`src/logic/pcr_regs.vh`:
```
// Register map, field positions, reset values and decode constants.
`ifndef PCR_REGS_VH
`define PCR_REGS_VH

// Offsets are register indexes; the byte address is four times each.
`define PCR_IDX_DIV 6'h19
`define PCR_IDX_OSC 6'h1a
`define PCR_IDX_REF 6'h1b
`define PCR_IDX_RSA 6'h1c
`define PCR_IDX_RSB 6'h1d
`define PCR_ADDR_DIV 8'h64
`define PCR_ADDR_OSC 8'h68
`define PCR_ADDR_REF 8'h6c
`define PCR_ADDR_RSA 8'h70
`define PCR_ADDR_RSB 8'h74
`define PCR_ADDR_STAT 8'h78

`define PCR_RST_DIV 16'h0440
`define PCR_RST_OSC 16'h0020
`define PCR_RST_REF 16'h0000
`define PCR_RST_RSV 16'h0000

`define PCR_M_HI 15
`define PCR_M_LO 8
`define PCR_N_HI 7
`define PCR_N_LO 4
`define PCR_BIAS_HI 3
`define PCR_BIAS_LO 2
`define PCR_VCO_HI 15
`define PCR_VCO_LO 10
`define PCR_BIAS_SLP 7
`define PCR_TSNS_SLP 6
`define PCR_LOOP_SLP 5
`define PCR_CLKR_SLP 4
`define PCR_EXT_REF 15
`define PCR_FUSE_SLP 11

`define PCR_M_MIN 8'h04
`define PCR_M_MAX 8'h7f

`endif

```
`src/logic/pcr_div_decode.v`:
```
// Decode of the loop divider fields into M and N ratios.
`timescale 1ns/1ps
`default_nettype none
`include "pcr_regs.vh"
module pcr_div_decode (
    // Fields
    input wire [7:0] m_field_i,
    input wire [3:0] n_field_i,
    // Ratios
    output wire [7:0] m_ratio_o,
    output wire m_valid_o,
    output wire [4:0] n_ratio_o
);
    wire [6:0] low7 = m_field_i[6:0];
    // Doubling keeps the ratio in eight bits, so 254 is the top value.
    assign m_ratio_o = m_field_i[7] ? {low7, 1'b0} : {1'b0, low7};
    // Invalid low codes 0 to 3 become 0 to 6 when doubled; same test.
    assign m_valid_o = ({1'b0, low7} >= `PCR_M_MIN);
    assign n_ratio_o = {1'b0, n_field_i} + 5'h01;
endmodule // pcr_div_decode
`default_nettype wire

```
`src/logic/pcr_top.v`:
```
// APB register bank for clock loop dividers, tuning and sleep controls.
//
// Chosen here: the APB register port.
`timescale 1ns/1ps
`default_nettype none
`include "pcr_regs.vh"
module pcr_top (
    // Clock and reset
    input wire CORE_CLK_I,
    input wire ARST_N_I,
    // APB slave
    input wire PSEL_I,
    input wire PENABLE_I,
    input wire PWRITE_I,
    input wire [7:0] PADDR_I,
    input wire [31:0] PWDATA_I,
    input wire [3:0] PSTRB_I,
    output reg [31:0] PRDATA_O,
    output reg PREADY_O,
    output reg PSLVERR_O,
    // Loop configuration
    output reg [7:0] LOOP_M_RATIO_O,
    output reg LOOP_M_VALID_O,
    output reg [4:0] LOOP_N_RATIO_O,
    output reg [1:0] OSC_BIAS_TUNE_O,
    output reg [5:0] OSC_COARSE_TUNE_O,
    // Sleep and reference controls
    output reg BIAS_AMP_SLEEP_O,
    output reg TEMP_SENSE_OFF_O,
    output reg LOOP_SLEEP_O,
    output reg CLK_RECV_SLEEP_O,
    output reg OUTPUT_STROBE_INPUT_SLEEP_O,
    output reg EXT_REF_SEL_O,
    output reg FUSE_SLEEP_O
);
    reg [15:0] div_reg;
    reg [15:0] osc_reg;
    reg [15:0] ref_reg;
    reg [15:0] rsa_reg;
    reg [15:0] rsb_reg;
    reg [15:0] div_next;
    reg [15:0] osc_next;
    reg [15:0] ref_next;
    reg [15:0] rsa_next;
    reg [15:0] rsb_next;
    reg [31:0] rdata_next;
    reg err_next;
    wire [7:0] m_ratio;
    wire m_valid;
    wire [4:0] n_ratio;
    wire access = PSEL_I & PENABLE_I;
    wire setup = PSEL_I & ~PENABLE_I;
    wire wr = access & PWRITE_I & PREADY_O;
    wire [15:0] wmask = {{8{PSTRB_I[1]}}, {8{PSTRB_I[0]}}};
    wire aligned = (PADDR_I[1:0] == 2'b00);

    // Ready is a flop set by the setup cycle, so the first access cycle
    // completes; read data is loaded at that same edge and stands with it.

    function [15:0] merge;
        input [15:0] old;
        input [15:0] wdat;
        input [15:0] mask;
        begin
            merge = (old & ~mask) | (wdat & mask);
        end
    endfunction

    pcr_div_decode u_dec (
        .m_field_i(div_reg[`PCR_M_HI:`PCR_M_LO]),
        .n_field_i(div_reg[`PCR_N_HI:`PCR_N_LO]),
        .m_ratio_o(m_ratio),
        .m_valid_o(m_valid),
        .n_ratio_o(n_ratio)
    );

    always @* begin
        div_next = div_reg;
        osc_next = osc_reg;
        ref_next = ref_reg;
        rsa_next = rsa_reg;
        rsb_next = rsb_reg;
        rdata_next = 32'h00000000;
        err_next = 1'b0;
        if (PSEL_I) begin
            if (!aligned) begin
                err_next = 1'b1;
            end else begin
                case (PADDR_I)
                    `PCR_ADDR_DIV: begin
                        rdata_next = {16'h0000, div_reg};
                        if (wr) begin
                            div_next = merge(div_reg, PWDATA_I[15:0], wmask);
                        end
                    end
                    `PCR_ADDR_OSC: begin
                        rdata_next = {16'h0000, osc_reg};
                        if (wr) begin
                            osc_next = merge(osc_reg, PWDATA_I[15:0], wmask);
                        end
                    end
                    `PCR_ADDR_REF: begin
                        rdata_next = {16'h0000, ref_reg};
                        if (wr) begin
                            ref_next = merge(ref_reg, PWDATA_I[15:0], wmask);
                        end
                    end
                    `PCR_ADDR_RSA: begin
                        // Factory word: stored so software sees what it wrote.
                        rdata_next = {16'h0000, rsa_reg};
                        if (wr) begin
                            rsa_next = merge(rsa_reg, PWDATA_I[15:0], wmask);
                        end
                    end
                    `PCR_ADDR_RSB: begin
                        rdata_next = {16'h0000, rsb_reg};
                        if (wr) begin
                            rsb_next = merge(rsb_reg, PWDATA_I[15:0], wmask);
                        end
                    end
                    `PCR_ADDR_STAT: begin
                        // Read-only view of the decoded loop ratios.
                        rdata_next = {16'h0000, m_valid, 2'b00, n_ratio,
                                      m_ratio};
                        if (PWRITE_I) begin
                            err_next = 1'b1;
                        end
                    end
                    default: begin
                        err_next = 1'b1;
                    end
                endcase
            end
        end
    end

    always @(posedge CORE_CLK_I or negedge ARST_N_I) begin
        if (!ARST_N_I) begin
            div_reg <= `PCR_RST_DIV;
            osc_reg <= `PCR_RST_OSC;
            ref_reg <= `PCR_RST_REF;
            rsa_reg <= `PCR_RST_RSV;
            rsb_reg <= `PCR_RST_RSV;
            PRDATA_O <= 32'h00000000;
            PSLVERR_O <= 1'b0;
            PREADY_O <= 1'b0;
        end else begin
            div_reg <= div_next;
            osc_reg <= osc_next;
            ref_reg <= ref_next;
            rsa_reg <= rsa_next;
            rsb_reg <= rsb_next;
            PRDATA_O <= rdata_next;
            PSLVERR_O <= err_next;
            PREADY_O <= setup;
        end
    end

    // Outputs follow the stored fields one cycle later so they come from flops.
    always @(posedge CORE_CLK_I or negedge ARST_N_I) begin
        if (!ARST_N_I) begin
            LOOP_M_RATIO_O <= 8'h04;
            LOOP_M_VALID_O <= 1'b1;
            LOOP_N_RATIO_O <= 5'h05;
            OSC_BIAS_TUNE_O <= 2'h0;
            OSC_COARSE_TUNE_O <= 6'h00;
            BIAS_AMP_SLEEP_O <= 1'b0;
            TEMP_SENSE_OFF_O <= 1'b0;
            LOOP_SLEEP_O <= 1'b1;
            CLK_RECV_SLEEP_O <= 1'b0;
            OUTPUT_STROBE_INPUT_SLEEP_O <= 1'b0;
            EXT_REF_SEL_O <= 1'b0;
            FUSE_SLEEP_O <= 1'b0;
        end else begin
            LOOP_M_RATIO_O <= m_ratio;
            LOOP_M_VALID_O <= m_valid;
            LOOP_N_RATIO_O <= n_ratio;
            // Passed through as written; 01 is up to software.
            OSC_BIAS_TUNE_O <= div_reg[`PCR_BIAS_HI:`PCR_BIAS_LO];
            OSC_COARSE_TUNE_O <= osc_reg[`PCR_VCO_HI:`PCR_VCO_LO];
            BIAS_AMP_SLEEP_O <= osc_reg[`PCR_BIAS_SLP];
            TEMP_SENSE_OFF_O <= osc_reg[`PCR_TSNS_SLP];
            LOOP_SLEEP_O <= osc_reg[`PCR_LOOP_SLP];
            CLK_RECV_SLEEP_O <= osc_reg[`PCR_CLKR_SLP];
            OUTPUT_STROBE_INPUT_SLEEP_O <= osc_reg[`PCR_CLKR_SLP];
            EXT_REF_SEL_O <= ref_reg[`PCR_EXT_REF];
            // Reset value 0 leaves fuses awake until software sets it.
            FUSE_SLEEP_O <= ref_reg[`PCR_FUSE_SLP];
        end
    end
endmodule // pcr_top
`default_nettype wire

```
`config.mk`:
```
export PLATFORM = sky130hd
export DESIGN_NAME = pcr_top
export DESIGN_NICKNAME = d
export VERILOG_FILES = /design/src/logic/pcr_div_decode.v /design/src/logic/pcr_top.v
export VERILOG_INCLUDE_DIRS = /design/src /design/src/logic
export SDC_FILE = /design/constraint.sdc
export NUM_CORES = 1
export LEC_CHECK = 0
export BUFFER_PORTS_ARGS = -buffer_cell sky130_fd_sc_hd__buf_2
export CAP_MARGIN = 40
export CORE_ASPECT_RATIO = 1.25
export CORE_MARGIN = 3
export CORE_UTILIZATION = 30
export CTS_BUF_LIST = sky130_fd_sc_hd__clkbuf_4 sky130_fd_sc_hd__clkbuf_8
export DETAILED_ROUTE_END_ITERATION = 6
export GPL_TIMING_DRIVEN = 0
export SYNTH_ARGS = -nofsm -noshare
export SYNTH_HDL_FRONTEND = slang
export SYNTH_SLANG_ARGS = --single-unit
export TNS_END_PERCENT = 100
```
`constraint.sdc`:
```
create_clock -name CORE_CLK_I -period 4.3 [get_ports CORE_CLK_I]
set_clock_uncertainty 0.1 [all_clocks]
set_input_delay 0.86 -clock CORE_CLK_I [delete_from_list [all_inputs] [get_ports CORE_CLK_I]]
set_output_delay 0.86 -clock CORE_CLK_I [all_outputs]
set_load 0.05 [all_outputs]
```
After elaboration in Yosys (flattened, before gate mapping)
Cells that the tools add are included.
- register bits after elaboration: 142
- input bits: 49
- output and inout port bits: 63
- word-level logic and storage cells: 59
- add/subtract/negate cells: 1
- magnitude comparators: 1
- equal/unequal tests: 6
- mux-type cells: 8
- bitwise logic cells: 17
- reduce and logical (&&, ||, !) cells: 7
- operators by type and width (operator ; count):
    16-bit bitwise AND ; 6
    16-bit case mux with 6 select lines ; 1
    16-bit OR ; 5
    8-bit by 7-bit == test with 1-bit output (second input constant) ; 6
    16-bit two-way mux ; 2
    4-bit AND reduction ; 5
    16-bit NOT ; 1
    8-bit two-way mux ; 1
    7-bit by 3-bit greater-or-equal comparator with 1-bit output (second input constant) ; 1
    4-bit by 1-bit adder with 5-bit output (second input constant) ; 1
    5-bit OR reduction ; 1
    1-bit bitwise AND ; 4
    1-bit two-way mux ; 3
    2-bit zero test ; 1
    1-bit case mux with 2 select lines ; 1
    1-bit NOT ; 1

Depth between registers and ports, before layout
Gate-level depths: netlist of run 1.
- word-level depth: 5
- depth in mapped cells: 7
- gate-level depth less buffers: 5

By module
A second synthesis of run 1 with hierarchy kept.
- cell total of the unflattened synthesis: 395
- area, all modules: 5486.5 µm²
- modules (own cells, without submodules) (module ; times used ; cells an instance ; area an instance (µm²)):
    pcr_top ; 1 ; 377 ; 5311.3
    pcr_div_decode ; 1 ; 18 ; 175.2

Least setup slack after synthesis of run 1
OpenSTA, ideal clock, no wires.
- kind: input-to-reg
- start point: in PADDR_I[7]
- end point: reg with a tool-made name
- library setup time: 125 ps
- data arrival time: 2154 ps
- setup slack: 1921 ps
- stages: 7
- buffers on the path: 3
- path through: and4bb_1 > buf_2 > and4_1 > buf_6 > and2_1 > buf_6 > mux2_4
- RTL lines (what ; line ; RTL):
    start, declared ; pcr_top.v:15 ; input wire [7:0] PADDR_I,

Worst setup path in the final report of run 1
- start point: in PADDR_I[4]
- end point: reg PRDATA_O[1]
- longest elaborated chain between the ends: 4
- elaborated cells between the ends (all ways): 9
- ends and longest elaborated chain (what ; line ; RTL):
    8-bit by 7-bit == test with 1-bit output (on tied branches) ; -- ;
    16-bit case mux with 6 select lines (*) ; pcr_top.v:89 ; case (PADDR_I)
    16-bit two-way mux (*) ; pcr_top.v:86 ; if (!aligned) begin
    16-bit two-way mux (*) ; pcr_top.v:85 ; if (PSEL_I) begin
    via rdata_next[1] ; pcr_top.v:46 ; reg [31:0] rdata_next;
    end signal, assigned ; pcr_top.v:153 ; PRDATA_O <= rdata_next;
    end, declared ; pcr_top.v:18 ; output reg [31:0] PRDATA_O,
Mark *: on every way through the listed nets, which the timed path passes. The rest lies on a longest branch.
A chain may end at the register's enable or synchronous reset.

==> flow_summary.toml, run 1 <==
[final_layout]
drive_gt1_share_pct = 41.5
antenna_cells = 0
areaGrowthSynthToFinish_pct = 21.5
nets = 558

[clock_network]
h-tree-depth = 4
cts_tree = "built"
cts-root-buf = "clkbuf_8"
post_cts_resized = 0
clkLatencyLatePin_ns = 0.44
clkSinkCount = 126
cts_hold_buf = 0
path_clk_slew_ns = 0.07
cts_setup_buffers = 0
cts_buffers = 17
clockBufferDepth = 2

[global_route]
grt.total_usage_pct = 14.7
grt_pass1_vias = 3908
antenna_found_initial = 1
grt_max_degree = 68
grt_pass1_wl_um = 22300
grt_overflow = 0

[die]
dieArea_mm2 = 0.0202
num_io_pins = 112
die_w_um = 128
fp.coreArea_mm2 = 0.0182
start_util_pct = 30.6
fp-row-count = 55
chipHeight_um = 158

[synth]
synth_seq_cells = 126
synth.top_cell.area_share_pct = 53.0
synth_area_leaders = "dfrtp_1 53%, mux2_4 8.6%, mux2_1 7.1%"
synth_flop_cell = "dfrtp_1"
avgSynthCellArea_um2 = 14.1
syn_area_mm2 = 0.00557
yosys_warnings = 0
yosysSeqAreaShare_pct = 56.8
synth.largest_area_cell = "dfrtp_1"
yosys.cell_types.count = 56
synth_edf_count = 0
postSynth.asyncResetShare_pct = 100
netlist_instances = 394

[pwr]
power_mw = 2.43
p_leak_nw = 3.48
powerDensity_mw_per_mm2 = 359
vdd_ir_drop_max_mv = 0.143

[critical_path]
endpoint = "PRDATA_O[1]"
crit_start = "PADDR_I[4]"
critPathMaxFanout = 6
crit_type = "input port to flip-flop"
start_kind = "input port"
cp-end-kind = "flip-flop"
arrival_ns = 2.74
worst-r2r-cell-count = 4
rr_startpoint = "PREADY_O"
r2r_setup_slack_ns = 2.07
worstPathRequired_ns = 4.54

[outcome]
outcome = "finished, final reports clean"

[route]
viasPerCell = 4.85
drc = 0
drt_pass1_iterations = 4
routedWlPerCell_um = 19.1
vias = 3630
antenna_left = 0
wirelength_um = 14300
drt_iter0_markers = 238

[placement]
port_buffers = 77
place.gp.congestion = 0.883
hpwl_um = 10400

[timing]
setup_tns_ns = 0
max_freq_mhz = 400
relSlewSlack_pct = 41.3
period_minus_slack_ns = 2.50
maxSlewViolCount = 0
rsz0062_at_grt = "false"
finalHoldViolations = 0
setup_violations = 0
tightest_slew_ns = 0.873
fin_crit_sh_pct = 58.2

[run]
cap_violations = 0

[worst_hold_path]
hold_path.class = "input port to asynchronous set/reset pin"
==> metrics by stage <==
stage | hold WS [ns] | cells | setup WS, ns | area [um2] | util, %
after floorplan | 0.259 | 409 | 1.92 | 5620 | -
after global placement | 0.275 | 714 | 0.741 | 6290 | 34.6
after detailed placement | 0.274 | 717 | 1.36 | 6340 | 34.9
after CTS | 0.283 | 749 | 1.83 | 6760 | 37.2
after global routing | 0.290 | 749 | 1.78 | 6760 | 37.2
final | 0.278 | 749 | 1.80 | 6760 | 37.2
==> critical path, stage by stage <==
cell and delay [ns]:
buf_2 0.15, nand4bb_1 0.33, nor3_1 0.74, buf_2 0.29, a32oi_1 0.11, a21oi_1 0.25
==> synth_stat cells (2+ instances only) <==
master / n
buf_6: 4
inv_1: 4
a21oi_1: 4
dfrtp_1: 118
buf_2: 3
mux2i_1: 10
a22oi_1: 9
a22o_1: 11
mux2_1: 35
o21ai_0: 3
nor4b_2: 2
mux2_4: 32
nor2_1: 12
buf_4: 17
nand3_2: 3
and2_1: 4
a32oi_1: 3
mux2_2: 28
nand3_1: 3
buf_1: 3
nand2_2: 2
dfstp_2: 8
nor2b_1: 3
nand4_1: 2
nor3_1: 2
a21o_1: 5
nand2_4: 2
clkbuf_1: 4
a31oi_1: 7
nand2_1: 20
and3_1: 2
a2bb2oi_1: 5
==> placed cells by master (no fill, tap or decap), types with 4 or more instances in the layout <==
cell type,Yosys,routed
a21o_1,5,5
a21oi_1,4,4
a22o_1,11,11
a22oi_1,9,9
a2bb2oi_1,5,5
a31oi_1,7,7
and2_1,4,4
buf_2,3,80
buf_4,17,18
buf_6,4,5
clkbuf_1,4,4
clkbuf_8,0,19
conb_1,1,16
dfrtp_1,118,118
dfstp_2,8,8
inv_1,4,4
mux2_1,35,35
mux2_2,28,28
mux2_4,32,32
mux2i_1,10,10
nand2_1,20,20
nor2_1,12,12
==> where the power goes <==
part	total [mW]	switching, mW	internal [mW]
registers	1.19	0.00179	1.19
clock network	1.09	0.468	0.622
logic	0.146	0.107	0.0390
total	2.43	0.577	1.85
==> logic make-up (layout without fill, tap and decap cells) <==
logic type	count (synthesis)	in the layout	share of synthesized area [%]
xor+xnor	2	2	0.315
fa+ha+maj	1	1	0.225
mux	105	105	23.2
other cells	1	16	0.0674
compound gates	56	56	7.75
buf+inv	35	147	4.11
simple gates	68	68	7.55
flops	126	126	56.8
==> how the worst min path moves through the flow <==
stage	slack, ns	cells past startpoint	start	endpoint
2_1_floorplan	0.26	0	flip-flop	LOOP_SLEEP_O
3_3_place_gp	0.28	0	flip-flop	LOOP_SLEEP_O
3_5_place_dp	0.27	0	flip-flop	LOOP_SLEEP_O
4_1_cts	0.28	1	ARST_N_I	PRDATA_O[8]
5_1_grt	0.29	0	flip-flop	LOOP_SLEEP_O
6_report	0.28	1	ARST_N_I	OSC_COARSE_TUNE_O[3]
==> cell type report <==
type | count | area (um2)
Clock inverter | 10 | 138
Multi-Input combinational cell | 248 | 2230
Sequential cell | 126 | 3160
Clock buffer | 22 | 284
Buffer | 31 | 214
Fill cell | 1781 | 11400
Inverter | 4 | 15.0
Timing Repair Buffer | 80 | 432
Tap cell | 228 | 285
==> layer usage <==
layer  up-vias  share of wire [%]  GRT usage (%)
li1       1641                  -              -
met1      1836                 42           18.5
met2       128                 50           24.1
met3        23                5.8           4.03
met4         2                2.2           5.71
met5         -              0.091              0
No activity file was read; power rests on OpenSTA's default activity.
==> run 2, diff against run 1 <==
==> constraint.sdc (replaced) <==
create_clock -name CORE_CLK_I -period 2.3 [get_ports CORE_CLK_I]
set_clock_uncertainty 0.1 [all_clocks]
set_input_delay 0.46 -clock CORE_CLK_I [delete_from_list [all_inputs] [get_ports CORE_CLK_I]]
set_output_delay 0.46 -clock CORE_CLK_I [all_outputs]
set_load 0.05 [all_outputs]
==> run 2 against run 1 <==
Core utilization grew 0.083 points. Total power grew 87%. Worst setup slack lost 1.6 ns.
==> flow_summary.toml, run 2 (synthesized netlist as in run 1, its figures left out) <==
[global_route]
antenna_found_initial = 1
grt.total_usage_pct = 14.7
grt_pass1_wl_um = 22300
grt_overflow = 0
grt_max_degree = 68
grt_pass1_vias = 3914

[final_layout]
fill_cells = 1779
antenna_cells = 0
nets = 559
drive_gt1_share_pct = 41.6
mostFrequentLayoutCells = "118 x dfrtp_1, 80 x buf_2, 35 x mux2_1"
areaGrowthSynthToFinish_pct = 21.7
final_common_cell = "dfrtp_1"
fin_cells = 750

[clock_network]
cts_buffers = 17
cts_tree = "built"
clkSinkCount = 126
cts_setup_buffers = 0
path_clk_slew_ns = 0.08
clockBufferDepth = 2
cts-root-buf = "clkbuf_8"
h-tree-depth = 4
clkLatencyLatePin_ns = 0.44

[critical_path]
critPathSlowestCell = "buf_1"
r2r_setup_slack_ns = 0.24
cpLargestDelayFamily = "simple AND/OR/NAND/NOR gates"
start_kind = "input port"
critical_path_buf_inv_count = 2
cp_cell_sequence = "buf_2, and4b_1, buf_1, nand3_2, mux2_1"
rr_startpoint = "PREADY_O"
cp-end-kind = "flip-flop"
worstSetupPathDepth = 5
slowest_delay_ns = 0.52
worst-r2r-cell-count = 4
worstPathRequired_ns = 2.52
critPathMaxFanout = 10
crit_type = "input port to flip-flop"
arrival_ns = 2.31

[route]
drt_pass1_iterations = 4
drt_iter0_markers = 241
wirelength_um = 14300
drc = 0
vias = 3632
routedWlPerCell_um = 19.0
viasPerCell = 4.84
antenna_left = 0

[die]
die_w_um = 128
chipHeight_um = 158
num_io_pins = 112
start_util_pct = 30.6
dieArea_mm2 = 0.0202
fp-row-count = 55
fp.coreArea_mm2 = 0.0182

[timing]
relSlewSlack_pct = 42.4
setup_violations = 0
maxSlewViolCount = 0
period_minus_slack_ns = 2.09
max_freq_mhz = 479
rsz0062_at_grt = "false"
tightest_slew_ns = 0.857
setup_tns_ns = 0
fin_crit_sh_pct = 90.7
finalHoldViolations = 0

[pwr]
p_leak_nw = 3.49
p_clk_share_pct = 44.9
switching_share_pct = 23.8
pwr-share-comb_pct = 6.0
p_sw_mw = 1.08
vdd_ir_drop_max_mv = 0.265
power.internal_mw = 3.46
seqPwrFrac_pct = 49.0
powerDensity_mw_per_mm2 = 670

[placement]
port_buffers = 77
place.gp.congestion = 0.883
hpwl_um = 10400
dp.cells = 717

[run]
cap_violations = 0

[worst_hold_path]
min_to = "PREADY_O"
worstHoldStart = "PENABLE_I"
hold_depth = 2
hold_path.class = "input port to flip-flop"

[outcome]
outcome = "finished, final reports clean"
## run 2: changes by cell type in the layout (fill, tap and decap cells not counted)
cell	change
nand3_2	+1
dlygate4sd3_1	+1
nand3_1	-1
## run 2: metrics by stage
| stage | power, mW | area [um2] | utilization [%] | hold WS [ns] | worst slack [ns] |
|---|---|---|---|---|---|
| global placement | 2.53 | 6290 | 34.6 | 0.275 | -0.859 |
| floorplan | 2.41 | 5620 | - | 0.0644 | 0.283 |
| CTS | 4.59 | 6770 | 37.3 | 0.0395 | 0.0864 |
| global route | 4.71 | 6780 | 37.3 | 0.0577 | 0.151 |
| finish | 4.54 | 6780 | 37.3 | 0.0707 | 0.214 |
| detailed placement | 2.54 | 6340 | 34.9 | 0.274 | -0.238 |
## run 2: worst max path at each step
stage	from	to	slack (ns)
2_1_floorplan	PREADY_O	flip-flop	0.28
3_3_place_gp	ARST_N_I	asynchronous set/reset pin	-0.86
3_5_place_dp	PADDR_I[1]	flip-flop	-0.24
4_1_cts	PREADY_O	flip-flop	0.09
5_1_grt	PREADY_O	flip-flop	0.15
6_report	PADDR_I[4]	flip-flop	0.21
## run 2: cell type report
type	instances	area (um2)	area share, %
Clock buffer	22	284	4.19
Sequential cell	126	3160	46.7
Tap cell	228	285	4.21
Timing Repair Buffer	81	442	6.52
Multi-Input combinational cell	248	2240	33.0
Buffer	31	214	3.16
Clock inverter	10	138	2.03
Inverter	4	15.0	0.222
## run 2: routing by layer
layer	vias to the layer above	global-route usage, %	wire length, um
met2	115	24.1	7040
met1	1844	18.5	6090
met3	26	4.03	799
met4	2	5.71	335
li1	1645	-	-
met5	-	0	13
## run 2: repair_timing
item | CTS | global route
endpoints found under the hold margin | 56 | 0
setup endpoints to repair | 0 | 5
hold buffers | 1 | 0
resized for setup | 0 | 1
## run 2: power groups by stage
stage / Clock (mW) / Sequential (mW) / Combinational, mW
CTS: 2.09 / 2.23 / 0.276
detailed placement: 0 / 2.27 / 0.275
floorplan: 0 / 2.28 / 0.131
global route: 2.19 / 2.23 / 0.299
global placement: 0 / 2.27 / 0.262
finish: 2.04 / 2.23 / 0.274
